$ cat src/rtl/alh_pkg.sv
// package: constants for the legacy host port
package alh_pkg;

  localparam int unsigned CTRL_W          = 16;
  localparam int unsigned STAT_W          = 16;
  localparam int unsigned LEGACY_RX_COUNT = 2;
  localparam int unsigned LEGACY_TX_COUNT = 1;

  // legacy control bit positions
  localparam int unsigned CB_RX1_RATE     = 0;
  localparam int unsigned CB_LABEL_CMP    = 1;
  localparam int unsigned CB_RX1_LREC     = 2;
  localparam int unsigned CB_RX2_LREC     = 3;
  localparam int unsigned CB_PARITY32     = 4;
  localparam int unsigned CB_SELF_TEST    = 5;
  localparam int unsigned CB_RX1_DEC      = 6;
  localparam int unsigned CB_RX1_SD9      = 7;
  localparam int unsigned CB_RX1_SD10     = 8;
  localparam int unsigned CB_RX2_DEC      = 9;
  localparam int unsigned CB_RX2_SD9      = 10;
  localparam int unsigned CB_RX2_SD10     = 11;
  localparam int unsigned CB_TX_PARITY    = 12;
  localparam int unsigned CB_TX_RATE      = 13;
  localparam int unsigned CB_RX2_RATE     = 14;
  localparam int unsigned CB_RELOAD       = 7;

  localparam logic [15:0] CTRL_RESET      = 16'h0020;
  localparam logic [15:0] CTRL_MASK       = 16'h7FFF;
  localparam logic [15:0] STAT_MASK       = 16'h01FF;

  // default-mode register index (cpu address bits 3:2)
  localparam logic [1:0]  REG_DATA        = 2'h0;
  localparam logic [1:0]  REG_CTRL        = 2'h1;
  localparam logic [1:0]  REG_STAT        = 2'h2;
  localparam logic [1:0]  REG_LABEL       = 2'h3;

  // access latencies in clock cycles
  localparam int unsigned RD_FAST_CYC     = 1;
  localparam int unsigned RD_SLOW_CYC     = 6;
  localparam int unsigned WR_CYC          = 2;

  // bit-rate prescale for a 20 MHz master clock, the fastest allowed setting
  localparam int unsigned CLK_HZ          = 20_000_000;
  localparam int unsigned RATE_HI_BPS     = 100_000;
  localparam int unsigned RATE_LO_BPS     = 12_500;
  localparam int unsigned DIV_HI          = CLK_HZ / RATE_HI_BPS;
  localparam int unsigned DIV_LO          = CLK_HZ / RATE_LO_BPS;

  localparam int unsigned LABEL_DEPTH     = 16;

  typedef enum logic [1:0] {ALH_IDLE, ALH_WAIT, ALH_DONE} alh_state_t;

endpackage : alh_pkg

$ cat src/rtl/alh_label_mem.sv
// label memory with separate read and write pointers
`timescale 1ns/10ps
module alh_label_mem
  import alh_pkg::*;
#(
  parameter int unsigned DEPTH = LABEL_DEPTH
)
(
  input  wire logic       clk_i,
  input  wire logic       arst_n_i,
  input  wire logic       reload_i,
  input  wire logic       wr_i,
  input  wire logic [7:0] wr_data_i,
  input  wire logic       rd_i,
  input  wire logic [7:0] probe_i,
  output logic [7:0]      rd_data_o,
  output logic            hit_o
);
  localparam int unsigned AW = $clog2(DEPTH);

  logic [7:0]    mem      [DEPTH];
  logic [DEPTH-1:0] valid;
  logic [DEPTH-1:0] next_valid;
  logic [AW-1:0] wr_ptr;
  logic [AW-1:0] rd_ptr;
  logic [AW-1:0] next_wr_ptr;
  logic [AW-1:0] next_rd_ptr;
  logic [7:0]    next_rd_data;
  logic [DEPTH-1:0] match;

  always_comb
  begin
    next_wr_ptr = wr_ptr;
    next_rd_ptr = rd_ptr;
    next_valid  = valid;
    if (reload_i)
    begin
      // old labels stop matching at once
      next_wr_ptr = '0;
      next_rd_ptr = '0;
      next_valid  = '0;
    end
    else
    begin
      if (wr_i)
      begin
        next_wr_ptr         = wr_ptr + 1'b1;
        next_valid[wr_ptr]  = 1'b1;
      end
      if (rd_i)
        next_rd_ptr = rd_ptr + 1'b1;
    end
    // head of table; shows a fresh write to the head one edge late
    next_rd_data = mem[next_rd_ptr];
  end

  always_ff @(posedge clk_i or negedge arst_n_i)
  begin
    if (!arst_n_i)
    begin
      wr_ptr    <= '0;
      rd_ptr    <= '0;
      valid     <= '0;
      rd_data_o <= 8'h00;
    end
    else
    begin
      wr_ptr    <= next_wr_ptr;
      rd_ptr    <= next_rd_ptr;
      valid     <= next_valid;
      rd_data_o <= next_rd_data;
    end
  end

  genvar g;
  generate
    for (g = 0; g < DEPTH; g++)
    begin : g_ent
      always_ff @(posedge clk_i)
      begin
        if (wr_i && !reload_i && wr_ptr == AW'(g))
          mem[g] <= wr_data_i;
      end
      assign match[g] = valid[g] && (mem[g] == probe_i);
    end
  endgenerate

  assign hit_o = |match;

endmodule : alh_label_mem

$ cat src/rtl/alh_rate_gen.sv
// bit-rate tick generator for one channel
`timescale 1ns/10ps
module alh_rate_gen
  import alh_pkg::*;
(
  input  wire logic clk_i,
  input  wire logic arst_n_i,
  input  wire logic slow_i,
  output logic      tick_o
);
  logic [15:0] cnt;
  logic [15:0] next_cnt;
  logic [15:0] limit;

  // master clock tolerance is assumed tight; no drift correction
  assign limit = slow_i ? 16'(DIV_LO - 1) : 16'(DIV_HI - 1);

  always_comb
  begin
    next_cnt = (cnt >= limit) ? 16'h0000 : cnt + 16'h0001;
  end

  always_ff @(posedge clk_i or negedge arst_n_i)
  begin
    if (!arst_n_i)
    begin
      cnt    <= 16'h0000;
      tick_o <= 1'b0;
    end
    else
    begin
      cnt    <= next_cnt;
      tick_o <= (cnt >= limit);
    end
  end

endmodule : alh_rate_gen

$ cat src/rtl/alh_legacy_port.sv
// legacy host port: control/status, label access and cpu handshake
// How it works
// legacy: two receivers, one transmitter, fixed
// host keeps label-recognition bit cleared
// reload bit discards stored labels; the code does so only while bit 6 (receiver 1 decode) is clear
// control loads from bus while strobe low
// select high, read low: control out
// rate bits: 0=100k, 1=12.5k
// label compare: load/read via strobes
// bits 2,3 enable recognition per receiver
// bit 4: 32nd bit data or parity
// bit 5 low loops transmitter back
// receiver 1 source/dest match on bit 6
// receiver 2 source/dest match on bit 9
// bit 12 selects transmitter parity sense
// select low, read low: status out
// status 0..5 receiver fifo flags
// status 6..8 transmitter fifo flags
// cpu signals sampled on master clock
// host drops request after wait drops
// control/status read data after one cycle
// data/label read data after six cycles
// writes complete two cycles after sample
// bit timing from master clock
// label memory separate read/write counters
// wait held until access completes
// unused register bits read zero
`timescale 1ns/10ps
module alh_legacy_port
  import alh_pkg::*;
(
  input  wire logic                clk_i,
  input  wire logic                arst_n_i,
  // legacy strobes
  input  wire logic                ctrl_load_low_i,
  input  wire logic                register_select_i,
  input  wire logic                read_strobe_low_i,
  input  wire logic                label_load_rx1_low_i,
  input  wire logic                label_load_rx2_low_i,
  input  wire logic                label_read_rx1_low_i,
  input  wire logic                label_read_rx2_low_i,
  input  wire logic [15:0]         data_i,
  output logic      [15:0]         data_o,
  output logic                     data_oe_o,
  // default-mode cpu handshake
  input  wire logic                cpu_ren_i,
  input  wire logic                cpu_wen_i,
  input  wire logic [1:0]          cpu_reg_i,
  input  wire logic [15:0]         cpu_wdata_i,
  output logic      [15:0]         cpu_rdata_o,
  output logic                     cpu_wait_o,
  // fifo flags from the channels
  input  wire logic [1:0]          rx_empty_i,
  input  wire logic [1:0]          rx_half_i,
  input  wire logic [1:0]          rx_full_i,
  input  wire logic                tx_empty_i,
  input  wire logic                tx_half_i,
  input  wire logic                tx_full_i,
  input  wire logic [31:0]         rx_data_i,
  // word checks for the receivers
  input  wire logic [1:0]          rx_word_valid_i,
  input  wire logic [31:0]         rx1_word_i,
  input  wire logic [31:0]         rx2_word_i,
  output logic      [1:0]          rx_accept_o,
  // channel controls
  output logic      [1:0]          rx_rate_tick_o,
  output logic                     tx_rate_tick_o,
  output logic                     parity32_o,
  output logic                     tx_even_parity_o,
  output logic                     loopback_o
);

  ////////////////////////////////////////////////////////////////////////////
  // control and status

  logic [15:0] ctrl;
  logic [15:0] next_ctrl;
  logic [15:0] status;
  logic        wr_commit;
  logic [1:0]  wr_reg;
  logic [15:0] wr_data;
  logic [7:0]  lbl_rdata;

  // fixed channel count; nothing here can widen it
  localparam int unsigned RXN = LEGACY_RX_COUNT;

  always_comb
  begin
    next_ctrl = ctrl;
    if (!ctrl_load_low_i)
      next_ctrl = data_i & CTRL_MASK;
    else if (wr_commit && wr_reg == REG_CTRL)
      next_ctrl = wr_data & CTRL_MASK;
  end

  always_ff @(posedge clk_i or negedge arst_n_i)
  begin
    if (!arst_n_i)
      ctrl <= CTRL_RESET;
    else
      ctrl <= next_ctrl;
  end

  assign status = {7'h00,
                   tx_half_i, tx_full_i, tx_empty_i,
                   rx_full_i[1], rx_half_i[1], rx_empty_i[1],
                   rx_full_i[0], rx_half_i[0], rx_empty_i[0]} & STAT_MASK;

  // register read wins; a label read strobe shows the head of the table
  always_comb
  begin
    data_oe_o = !read_strobe_low_i || !label_read_rx1_low_i || !label_read_rx2_low_i;
    if (!read_strobe_low_i)
      data_o = register_select_i ? ctrl : status;
    else
      data_o = {8'h00, lbl_rdata};
  end

  ////////////////////////////////////////////////////////////////////////////
  // channel controls

  assign parity32_o       = ctrl[CB_PARITY32];
  assign tx_even_parity_o = ctrl[CB_TX_PARITY];
  assign loopback_o       = !ctrl[CB_SELF_TEST];

  alh_rate_gen u_rx1_rate
  (
    .clk_i    (clk_i),
    .arst_n_i (arst_n_i),
    .slow_i   (ctrl[CB_RX1_RATE]),
    .tick_o   (rx_rate_tick_o[0])
  );

  alh_rate_gen u_rx2_rate
  (
    .clk_i    (clk_i),
    .arst_n_i (arst_n_i),
    .slow_i   (ctrl[CB_RX2_RATE]),
    .tick_o   (rx_rate_tick_o[1])
  );

  alh_rate_gen u_tx_rate
  (
    .clk_i    (clk_i),
    .arst_n_i (arst_n_i),
    .slow_i   (ctrl[CB_TX_RATE]),
    .tick_o   (tx_rate_tick_o)
  );

  ////////////////////////////////////////////////////////////////////////////
  // label memory

  logic       lbl_wr;
  logic       lbl_rd;
  logic [7:0] lbl_wdata;
  logic [7:0] probe;
  logic       hit;
  logic       reload;
  logic       lbl_rd_cpu;

  // both label strobes share one table; each receiver probes it
  assign reload    = ctrl[CB_RELOAD] && !ctrl[CB_RX1_DEC];
  assign lbl_wr    = (ctrl[CB_LABEL_CMP] &&
                      (!label_load_rx1_low_i || !label_load_rx2_low_i)) ||
                     (wr_commit && wr_reg == REG_LABEL);
  assign lbl_wdata = (wr_commit && wr_reg == REG_LABEL) ? wr_data[7:0] : data_i[7:0];
  assign lbl_rd    = (ctrl[CB_LABEL_CMP] &&
                      (!label_read_rx1_low_i || !label_read_rx2_low_i)) || lbl_rd_cpu;
  assign probe     = rx_word_valid_i[1] ? rx2_word_i[7:0] : rx1_word_i[7:0];

  alh_label_mem u_labels
  (
    .clk_i     (clk_i),
    .arst_n_i  (arst_n_i),
    .reload_i  (reload),
    .wr_i      (lbl_wr),
    .wr_data_i (lbl_wdata),
    .rd_i      (lbl_rd),
    .probe_i   (probe),
    .rd_data_o (lbl_rdata),
    .hit_o     (hit)
  );

  ////////////////////////////////////////////////////////////////////////////
  // receive word acceptance

  logic [RXN-1:0] lrec_en;
  logic [RXN-1:0] dec_en;
  logic [1:0]     sd_want [RXN];
  logic [1:0]     sd_got  [RXN];

  assign lrec_en    = {ctrl[CB_RX2_LREC], ctrl[CB_RX1_LREC]};
  assign dec_en     = {ctrl[CB_RX2_DEC], ctrl[CB_RX1_DEC]};
  assign sd_want[0] = {ctrl[CB_RX1_SD10], ctrl[CB_RX1_SD9]};
  assign sd_want[1] = {ctrl[CB_RX2_SD10], ctrl[CB_RX2_SD9]};
  assign sd_got[0]  = rx1_word_i[9:8];
  assign sd_got[1]  = rx2_word_i[9:8];

  // receiver 2 has probe priority when both present a word together
  genvar r;
  generate
    for (r = 0; r < RXN; r++)
    begin : g_rx
      logic lbl_ok;
      assign lbl_ok = !lrec_en[r] || (hit && (r == 1 || !rx_word_valid_i[1]));
      assign rx_accept_o[r] = rx_word_valid_i[r] && lbl_ok &&
                              (!dec_en[r] || sd_got[r] == sd_want[r]);
    end
  endgenerate

  ////////////////////////////////////////////////////////////////////////////
  // default-mode cpu handshake

  alh_state_t  state;
  alh_state_t  next_state;
  logic [2:0]  cnt;
  logic [2:0]  next_cnt;
  logic        is_wr;
  logic        next_is_wr;
  logic [1:0]  next_wr_reg;
  logic [15:0] next_wr_data;
  logic [15:0] next_rdata;

  // write lands on the last wait edge, two edges after the request is taken
  assign wr_commit = (state == ALH_WAIT) && is_wr && (cnt == 3'd0);

  always_comb
  begin
    next_state   = state;
    next_cnt     = cnt;
    next_is_wr   = is_wr;
    next_wr_reg  = wr_reg;
    next_wr_data = wr_data;
    next_rdata   = cpu_rdata_o;
    lbl_rd_cpu   = 1'b0;
    unique case (state)
      ALH_IDLE:
      begin
        if (cpu_ren_i || cpu_wen_i)
        begin
          next_state   = ALH_WAIT;
          next_is_wr   = cpu_wen_i;
          next_wr_reg  = cpu_reg_i;
          // label head is caught here, as the read pointer moves on at this edge
          next_wr_data = cpu_wen_i ? cpu_wdata_i : {8'h00, lbl_rdata};
          if (cpu_wen_i)
            next_cnt = 3'(WR_CYC - 1);
          else if (cpu_reg_i == REG_CTRL || cpu_reg_i == REG_STAT)
            next_cnt = 3'(RD_FAST_CYC - 1);
          else
            next_cnt = 3'(RD_SLOW_CYC - 1);
          lbl_rd_cpu = cpu_ren_i && !cpu_wen_i && cpu_reg_i == REG_LABEL;
        end
      end
      ALH_WAIT:
      begin
        if (cnt == 3'd0)
          next_state = ALH_DONE;
        else
          next_cnt = cnt - 3'd1;
        if (!is_wr && cnt == 3'd0)
        begin
          unique case (wr_reg)
            REG_CTRL:  next_rdata = ctrl;
            REG_STAT:  next_rdata = status;
            REG_LABEL: next_rdata = wr_data;
            REG_DATA:  next_rdata = rx_data_i[15:0];
          endcase
        end
      end
      ALH_DONE:
      begin
        // host drops its request on this edge; a held request is a new access
        next_state = ALH_IDLE;
      end
    endcase
  end

  always_ff @(posedge clk_i or negedge arst_n_i)
  begin
    if (!arst_n_i)
    begin
      state       <= ALH_IDLE;
      cnt         <= 3'd0;
      is_wr       <= 1'b0;
      wr_reg      <= REG_DATA;
      wr_data     <= 16'h0000;
      cpu_rdata_o <= 16'h0000;
    end
    else
    begin
      state       <= next_state;
      cnt         <= next_cnt;
      is_wr       <= next_is_wr;
      wr_reg      <= next_wr_reg;
      wr_data     <= next_wr_data;
      cpu_rdata_o <= next_rdata;
    end
  end

  assign cpu_wait_o = (state == ALH_WAIT) ||
                      (state == ALH_IDLE && (cpu_ren_i || cpu_wen_i));

endmodule : alh_legacy_port

$ cat config.mk
export PLATFORM = sky130hd
export DESIGN_NAME = alh_legacy_port
export DESIGN_NICKNAME = d
export VERILOG_FILES = /design/src/rtl/alh_pkg.sv /design/src/rtl/alh_label_mem.sv /design/src/rtl/alh_rate_gen.sv /design/src/rtl/alh_legacy_port.sv
export SDC_FILE = /design/constraint.sdc
export NUM_CORES = 1
export LEC_CHECK = 0
export ABC_AREA = 0
export CORE_MARGIN = 5
export CORE_UTILIZATION = 60
export DETAILED_ROUTE_END_ITERATION = 10
export DONT_BUFFER_PORTS = 1
export GPL_TIMING_DRIVEN = 0
export PLACE_DENSITY = 0.72
export SLEW_MARGIN = 25
export SYNTH_ARGS = -nofsm -noshare
export SYNTH_HDL_FRONTEND = slang
export SYNTH_SLANG_ARGS = --single-unit
$ cat constraint.sdc
create_clock -name clk_i -period 6.61 [get_ports clk_i]
set_clock_uncertainty 0.1 [all_clocks]
set_input_delay 0.3305 -clock clk_i [delete_from_list [all_inputs] [get_ports clk_i]]
set_output_delay 0.3305 -clock clk_i [all_outputs]
set_load 0.1 [all_outputs]
# After elaboration in Yosys (flattened, before gate mapping)
# Memory sizes are Yosys's and may differ from the RTL's. A register that Yosys moved wholly into a read port is not among the register bits.
# Cells that the tools add are included.
[totals]
ramBits = 128
in_bits = 152
elab_cells = 287
reg_bits = 131
n_memories = 1
output_inout_bits = 42
[op_classes]
order_cmp = 5
bitwise = 1
mux = 109
eq_ne = 45
reduce_logical = 104
addsub = 6
[mem_list]
columns = ["memory", "depth", "word_bits", "rd", "rd_clocked_by_memory_dff", "write_ports", "line_no", "rtl"]
rows = [
  ["u_labels.mem", 16, 8, 17, 1, 1, "alh_label_mem.sv:21", "logic [7:0] mem [DEPTH];"],
]
[ops]
columns = ["operator", "n"]
rows = [
  ["16-bit two-way mux", 10],
  ["8-bit two-way mux", 17],
  ["8-bit == test", 16],
  ["8-bit OR reduction", 15],
  ["4-bit two-way mux", 19],
  ["16-bit one-hot mux with 4 select lines", 1],
  ["1-bit logical AND", 50],
  ["1-bit two-way mux", 50],
  ["16-bit by 1-bit adder with 16-bit output (second input constant)", 3],
  ["16-bit >= comparator", 3],
  ["11-bit two-way mux", 3],
  ["4-bit == test (second input constant)", 8],
  ["4-bit by 3-bit == test with 1-bit output (second input constant)", 4],
  ["16-bit OR", 1],
  ["16-bit OR reduction", 1],
  ["1-bit zero test", 15],
  ["1-bit logical OR", 13],
  ["3-bit two-way mux", 4],
  ["2-bit == test (second input constant)", 5],
  ["4-bit by 1-bit adder with 4-bit output (second input constant)", 2],
  ["4-bit by 2-bit == test with 1-bit output (second input constant)", 2],
  ["2-bit by 1-bit == test with 1-bit output (second input constant)", 3],
  ["2-bit by 1-bit inequality test with 1-bit output (second input constant)", 3],
  ["2-bit one-hot mux with 3 select lines", 1],
  ["15 further kinds", 21],
]

# Longest topological paths before layout
[logic_depth]
word_depth = 25
depth_mapped = 13
depth_no_buf = 11

# Hierarchy
# From an unflattened synthesis, not the netlist that was laid out.
[unflattened]
hier_cells = 1295
area_unflattened_um2 = 13875.8
[modules_own_cells]
columns = ["module", "area_per_inst_um2", "cells_each", "instances"]
rows = [
  ["alh_label_mem", 7756.2, 694, 1],
  ["alh_legacy_port", 3533.4, 360, 1],
  ["alh_rate_gen at u_rx1_rate ...", 859.6, 80, 2],
  ["alh_rate_gen at u_tx_rate", 867.1, 81, 1],
]

# Worst setup path after synthesis
# No wires, ideal clock.
[synth_timing]
path_kind = "reg-to-output"
startpoint = "reg ctrl[4]"
endpoint = "out data_o[4]"
path_buffers = 0
path_stages_with_launch = 3
t_arrival_ns = 3.225
slack_ns = 2.955
cell_sequence = "dfrtp_1 > mux2i_1 > o21ai_0"
[synth_via]
elab_chain_len = 2
[synth_lines]
columns = ["element", "line_no", "rtl"]
rows = [
  ["start: declaration", "alh_legacy_port.sv:76", "logic [15:0] ctrl;"],
  ["start signal: assignment", "alh_legacy_port.sv:101", "ctrl <= next_ctrl;"],
  ["16-bit two-way mux", "alh_legacy_port.sv:114", "data_o = register_select_i ? ctrl : status;"],
  ["16-bit two-way mux", "alh_legacy_port.sv:113", "if (!read_strobe_low_i)"],
  ["end: declaration", "alh_legacy_port.sv:43", "output logic [15:0] data_o,"],
]
# No other way between the ends.

# Final worst setup path
[layout_timing]
startpoint = "in rx_word_valid_i[1]"
endpoint = "out rx_accept_o[0]"
[layout_via]
elab_chain_len = 8
elab_cells_between_ends = 39
[layout_lines]
columns = ["element", "line_no", "rtl"]
rows = [
  ["start: declaration", "alh_legacy_port.sv:61", "input wire logic [1:0] rx_word_valid_i,"],
  ["8-bit two-way mux", "alh_legacy_port.sv:169", "assign probe = rx_word_valid_i[1] ? rx2_word_i[7:0] : rx1_word_i[7:0];"],
  ["8-bit == test", "alh_label_mem.sv:84", "assign match[g] = valid[g] && (mem[g] == probe_i);"],
  ["1-bit logical AND", "alh_label_mem.sv:84", ""],
  ["16-bit OR reduction", "alh_label_mem.sv:88", "assign hit_o = |match;"],
  ["1-bit logical AND *", "alh_legacy_port.sv:205", "assign lbl_ok = !lrec_en[r] || (hit && (r == 1 || !rx_word_valid_i[1]));"],
  ["1-bit logical OR *", "alh_legacy_port.sv:205", ""],
  ["1-bit logical AND * (2 in series)", "alh_legacy_port.sv:206", "assign rx_accept_o[r] = rx_word_valid_i[r] && lbl_ok &&"],
  ["end: declaration", "alh_legacy_port.sv:64", "output logic [1:0] rx_accept_o,"],
]
# Every way passes the cells marked *; elsewhere a longest branch is shown, timed or not.

==> qor.csv <==
metric,value,unit
status,"complete, no violations",
clkTransAtPathRegs,70,ps
max_freq,249,MHz
hold_viol,0,
cts_tree,built,
cts_setup_buffers,0,
die-area,25900,um2
numCtsBuffers,28,
reg2reg_depth,10,
cts_resized,0,
whs_endpoint,state[1],
power_density,405,nW/um2
grt_max_degree,139,
synth_flop_cell,dfrtp_1,
fillers,1634,
grt_first_pass_wirelength,59.2,mm
rrSetupSlack,2900,ps
die_w,161,um
max_flop_register,u_labels.mem,
diodes,0,
drive_gt1_share,10.3,%
total_power,0.00631,W
viasPerCell,6.21,
synth_seq_cells,266,
p_leak,6.33,nW
synth_edf_count,128,
largest_reg_flops,128,
cp.arrival,3580,ps
root_buffer,clkbuf_16,
drtPass1Iterations,6,
r2r-end,u_labels.mem[11][0],
worstHoldStart,cpu_ren_i,
hold-path-cell-count,3,
required,6180,ps
via_count,10000,
grt.total_usage,29.6,%
synth_cells,1220,
finish.net_count,1492,
synth_area_leaders,"edfxtp_1 (28%), dfrtp_1 (25%), xnor2_1 (7.9%)",
yosys_warnings,0,
synthesis.area,13700,um2
crit_fanout,10,
ant_nets,0,
dpl.hpwl,26.3,mm
crit_type,in -> out,
synth.top_cell.area_share,28.2,%
placed_area,14100,um2
drcViolationCount,0,
holdWs,46.9,ps
seqCellArea,7300,um2
min_period_over_period,60.7,%
final_area,15600,um2
cp-end-kind,output pin,
ios,194,
drt_iter0_drc,1179,
tightest_slew,1110,ps
relSlewSlack,26.3,%
synth_top_area_cell,edfxtp_1,
async_flop_share,51.9,%
dieHeight,161,um
hold_path_class,in -> reg,
grt_overflow,0,
drv_slew,0,
cp-start-kind,input pin,
clockBufferDepth,3,
core-area,22500,um2
place_inst,1517,
synth_area_per_cell,11.2,um2
area_growth,14.1,%
antenna_found_initial,0,
setup_viol,0,
insertion_delay,540,ps
multi_input_area,6070,um2
grt_pass1_vias,10200,
finalSetupTns,0,ps
worst_ir_drop_vdd,0.249,mV
synthDistinctLibCells,55,
drt-wirelength-per-cell,23.9,um
portBuffers,0,
rsz0062_at_grt,no,
r2r-start,state[1],
instances_no_fill,1613,
cap_violations,0,
rows,55,
drt_wl_total,38.6,mm
period_needed,4010,ps
clock_sinks,266,
start_util,60.7,%
cts_max_level,1,
seq_area_frac_synth,53.5,%
gp_congestion,0.941,
[final cells by class]
class	count	share of cell area [%]
multi-input cells	884	39.0
well taps	285	2.29
clock inverters	18	1.42
repair buffers	44	2.94
flip-flops and latches	266	46.9
clock buffers	34	4.91
plain buffers	62	2.14
inverters	20	0.482
[power breakdown]
part / internal, W / switching (W) / leakage [nW]
sequential: 0.00201 / 0.000604 / 2.90
clock: 0.00102 / 0.000665 / 0.475
combinational: 0.000654 / 0.00136 / 2.95
total: 0.00368 / 0.00263 / 6.33
[logic make-up (layout without fill, tap and decap cells)]
group | after synthesis | count (layout) | synth area share (%)
AND/OR/NAND/NOR | 450 | 450 | 15.4
flip-flops | 266 | 266 | 53.5
XOR/XNOR | 167 | 167 | 10.7
AO/OA/AOI/OAI | 138 | 138 | 6.54
multiplexers | 82 | 82 | 7.79
buffers and inverters | 82 | 178 | 3.00
adder cells (fa/ha/maj) | 34 | 34 | 3.12
other | 1 | 13 | 0.0275
[cells in the mapped netlist (8+ instances only)]
cell and n:
mux2i_4 8, and2_1 9, xnor2_1 123, xor2_1 44
a32oi_1 8, a21oi_1 32, o221ai_1 8, mux2_2 24
inv_1 19, nor3_1 44, dfrtp_1 137, mux2i_1 41
nand3_1 72, clkbuf_1 33, ha_1 34, o21ai_0 42
edfxtp_1 128, nor4_1 28, nand4_1 15, mux4_2 9
nand2_1 187, and3_1 13, a21o_1 21, nor3b_1 8
buf_2 13, nor2_1 56
[worst max path at each step]
stage	from	to	cells after the start
4_1_cts	state[1]	u_labels.mem[3][7]	10
3_3_place_gp	rx_word_valid_i[1]	rx_accept_o[0]	10
6_report	rx_word_valid_i[1]	rx_accept_o[0]	10
3_5_place_dp	state[1]	u_labels.mem[3][7]	10
5_1_grt	rx_word_valid_i[1]	rx_accept_o[0]	10
2_1_floorplan	ctrl[4]	data_o[4]	2
[per-stage QoR]
stage	worst slack, ps	utilization (%)
2_1_floorplan	2950	-
3_3_place_gp	2680	62.5
3_5_place_dp	2630	62.8
4_1_cts	2600	69.2
5_1_grt	2480	69.2
6_report	2600	69.2
[worst max-delay path, cell delays in order]
cell and delay (ps):
buf_6 230, mux2i_4 620, buf_4 390, xnor2_1 110, nor4_1 270, nand4_1 160
o21ai_0 240, nor4_1 100, nand3_1 220, o2111a_1 900
[timing repair]
action,4_1_cts,5_1_grt
hold endpoints to repair,179,0
hold buffers,44,0
setup endpoints to repair,0,0
[placed cells by master (no fill, tap or decap), types with 13 or more instances in the layout]
master,netlist,layout
and3_1,13,13
nand4_1,15,15
nor4_1,28,28
a21o_1,21,21
mux2i_1,41,41
a21oi_1,32,32
nor2_1,56,55
ha_1,34,34
clkbuf_16,0,29
nand2_1,187,187
mux2_2,24,24
buf_2,13,13
o21ai_0,42,33
clkbuf_1,33,36
edfxtp_1,128,128
dfrtp_1,137,137
nand3_1,72,72
nor3_1,44,39
conb_1,1,13
xnor2_1,123,123
inv_1,19,19
dlygate4sd3_1,0,43
xor2_1,44,44
[metal layers]
layer  up-vias  wire length (um)  track usage, %
met5         -                 0               0
met4         0              1440            10.8
met3       123              3320            5.95
met2       507             18600            49.2
met1      4895             15200            38.8
li1       4491                 -               -
(Power assumes the default switching activity.)
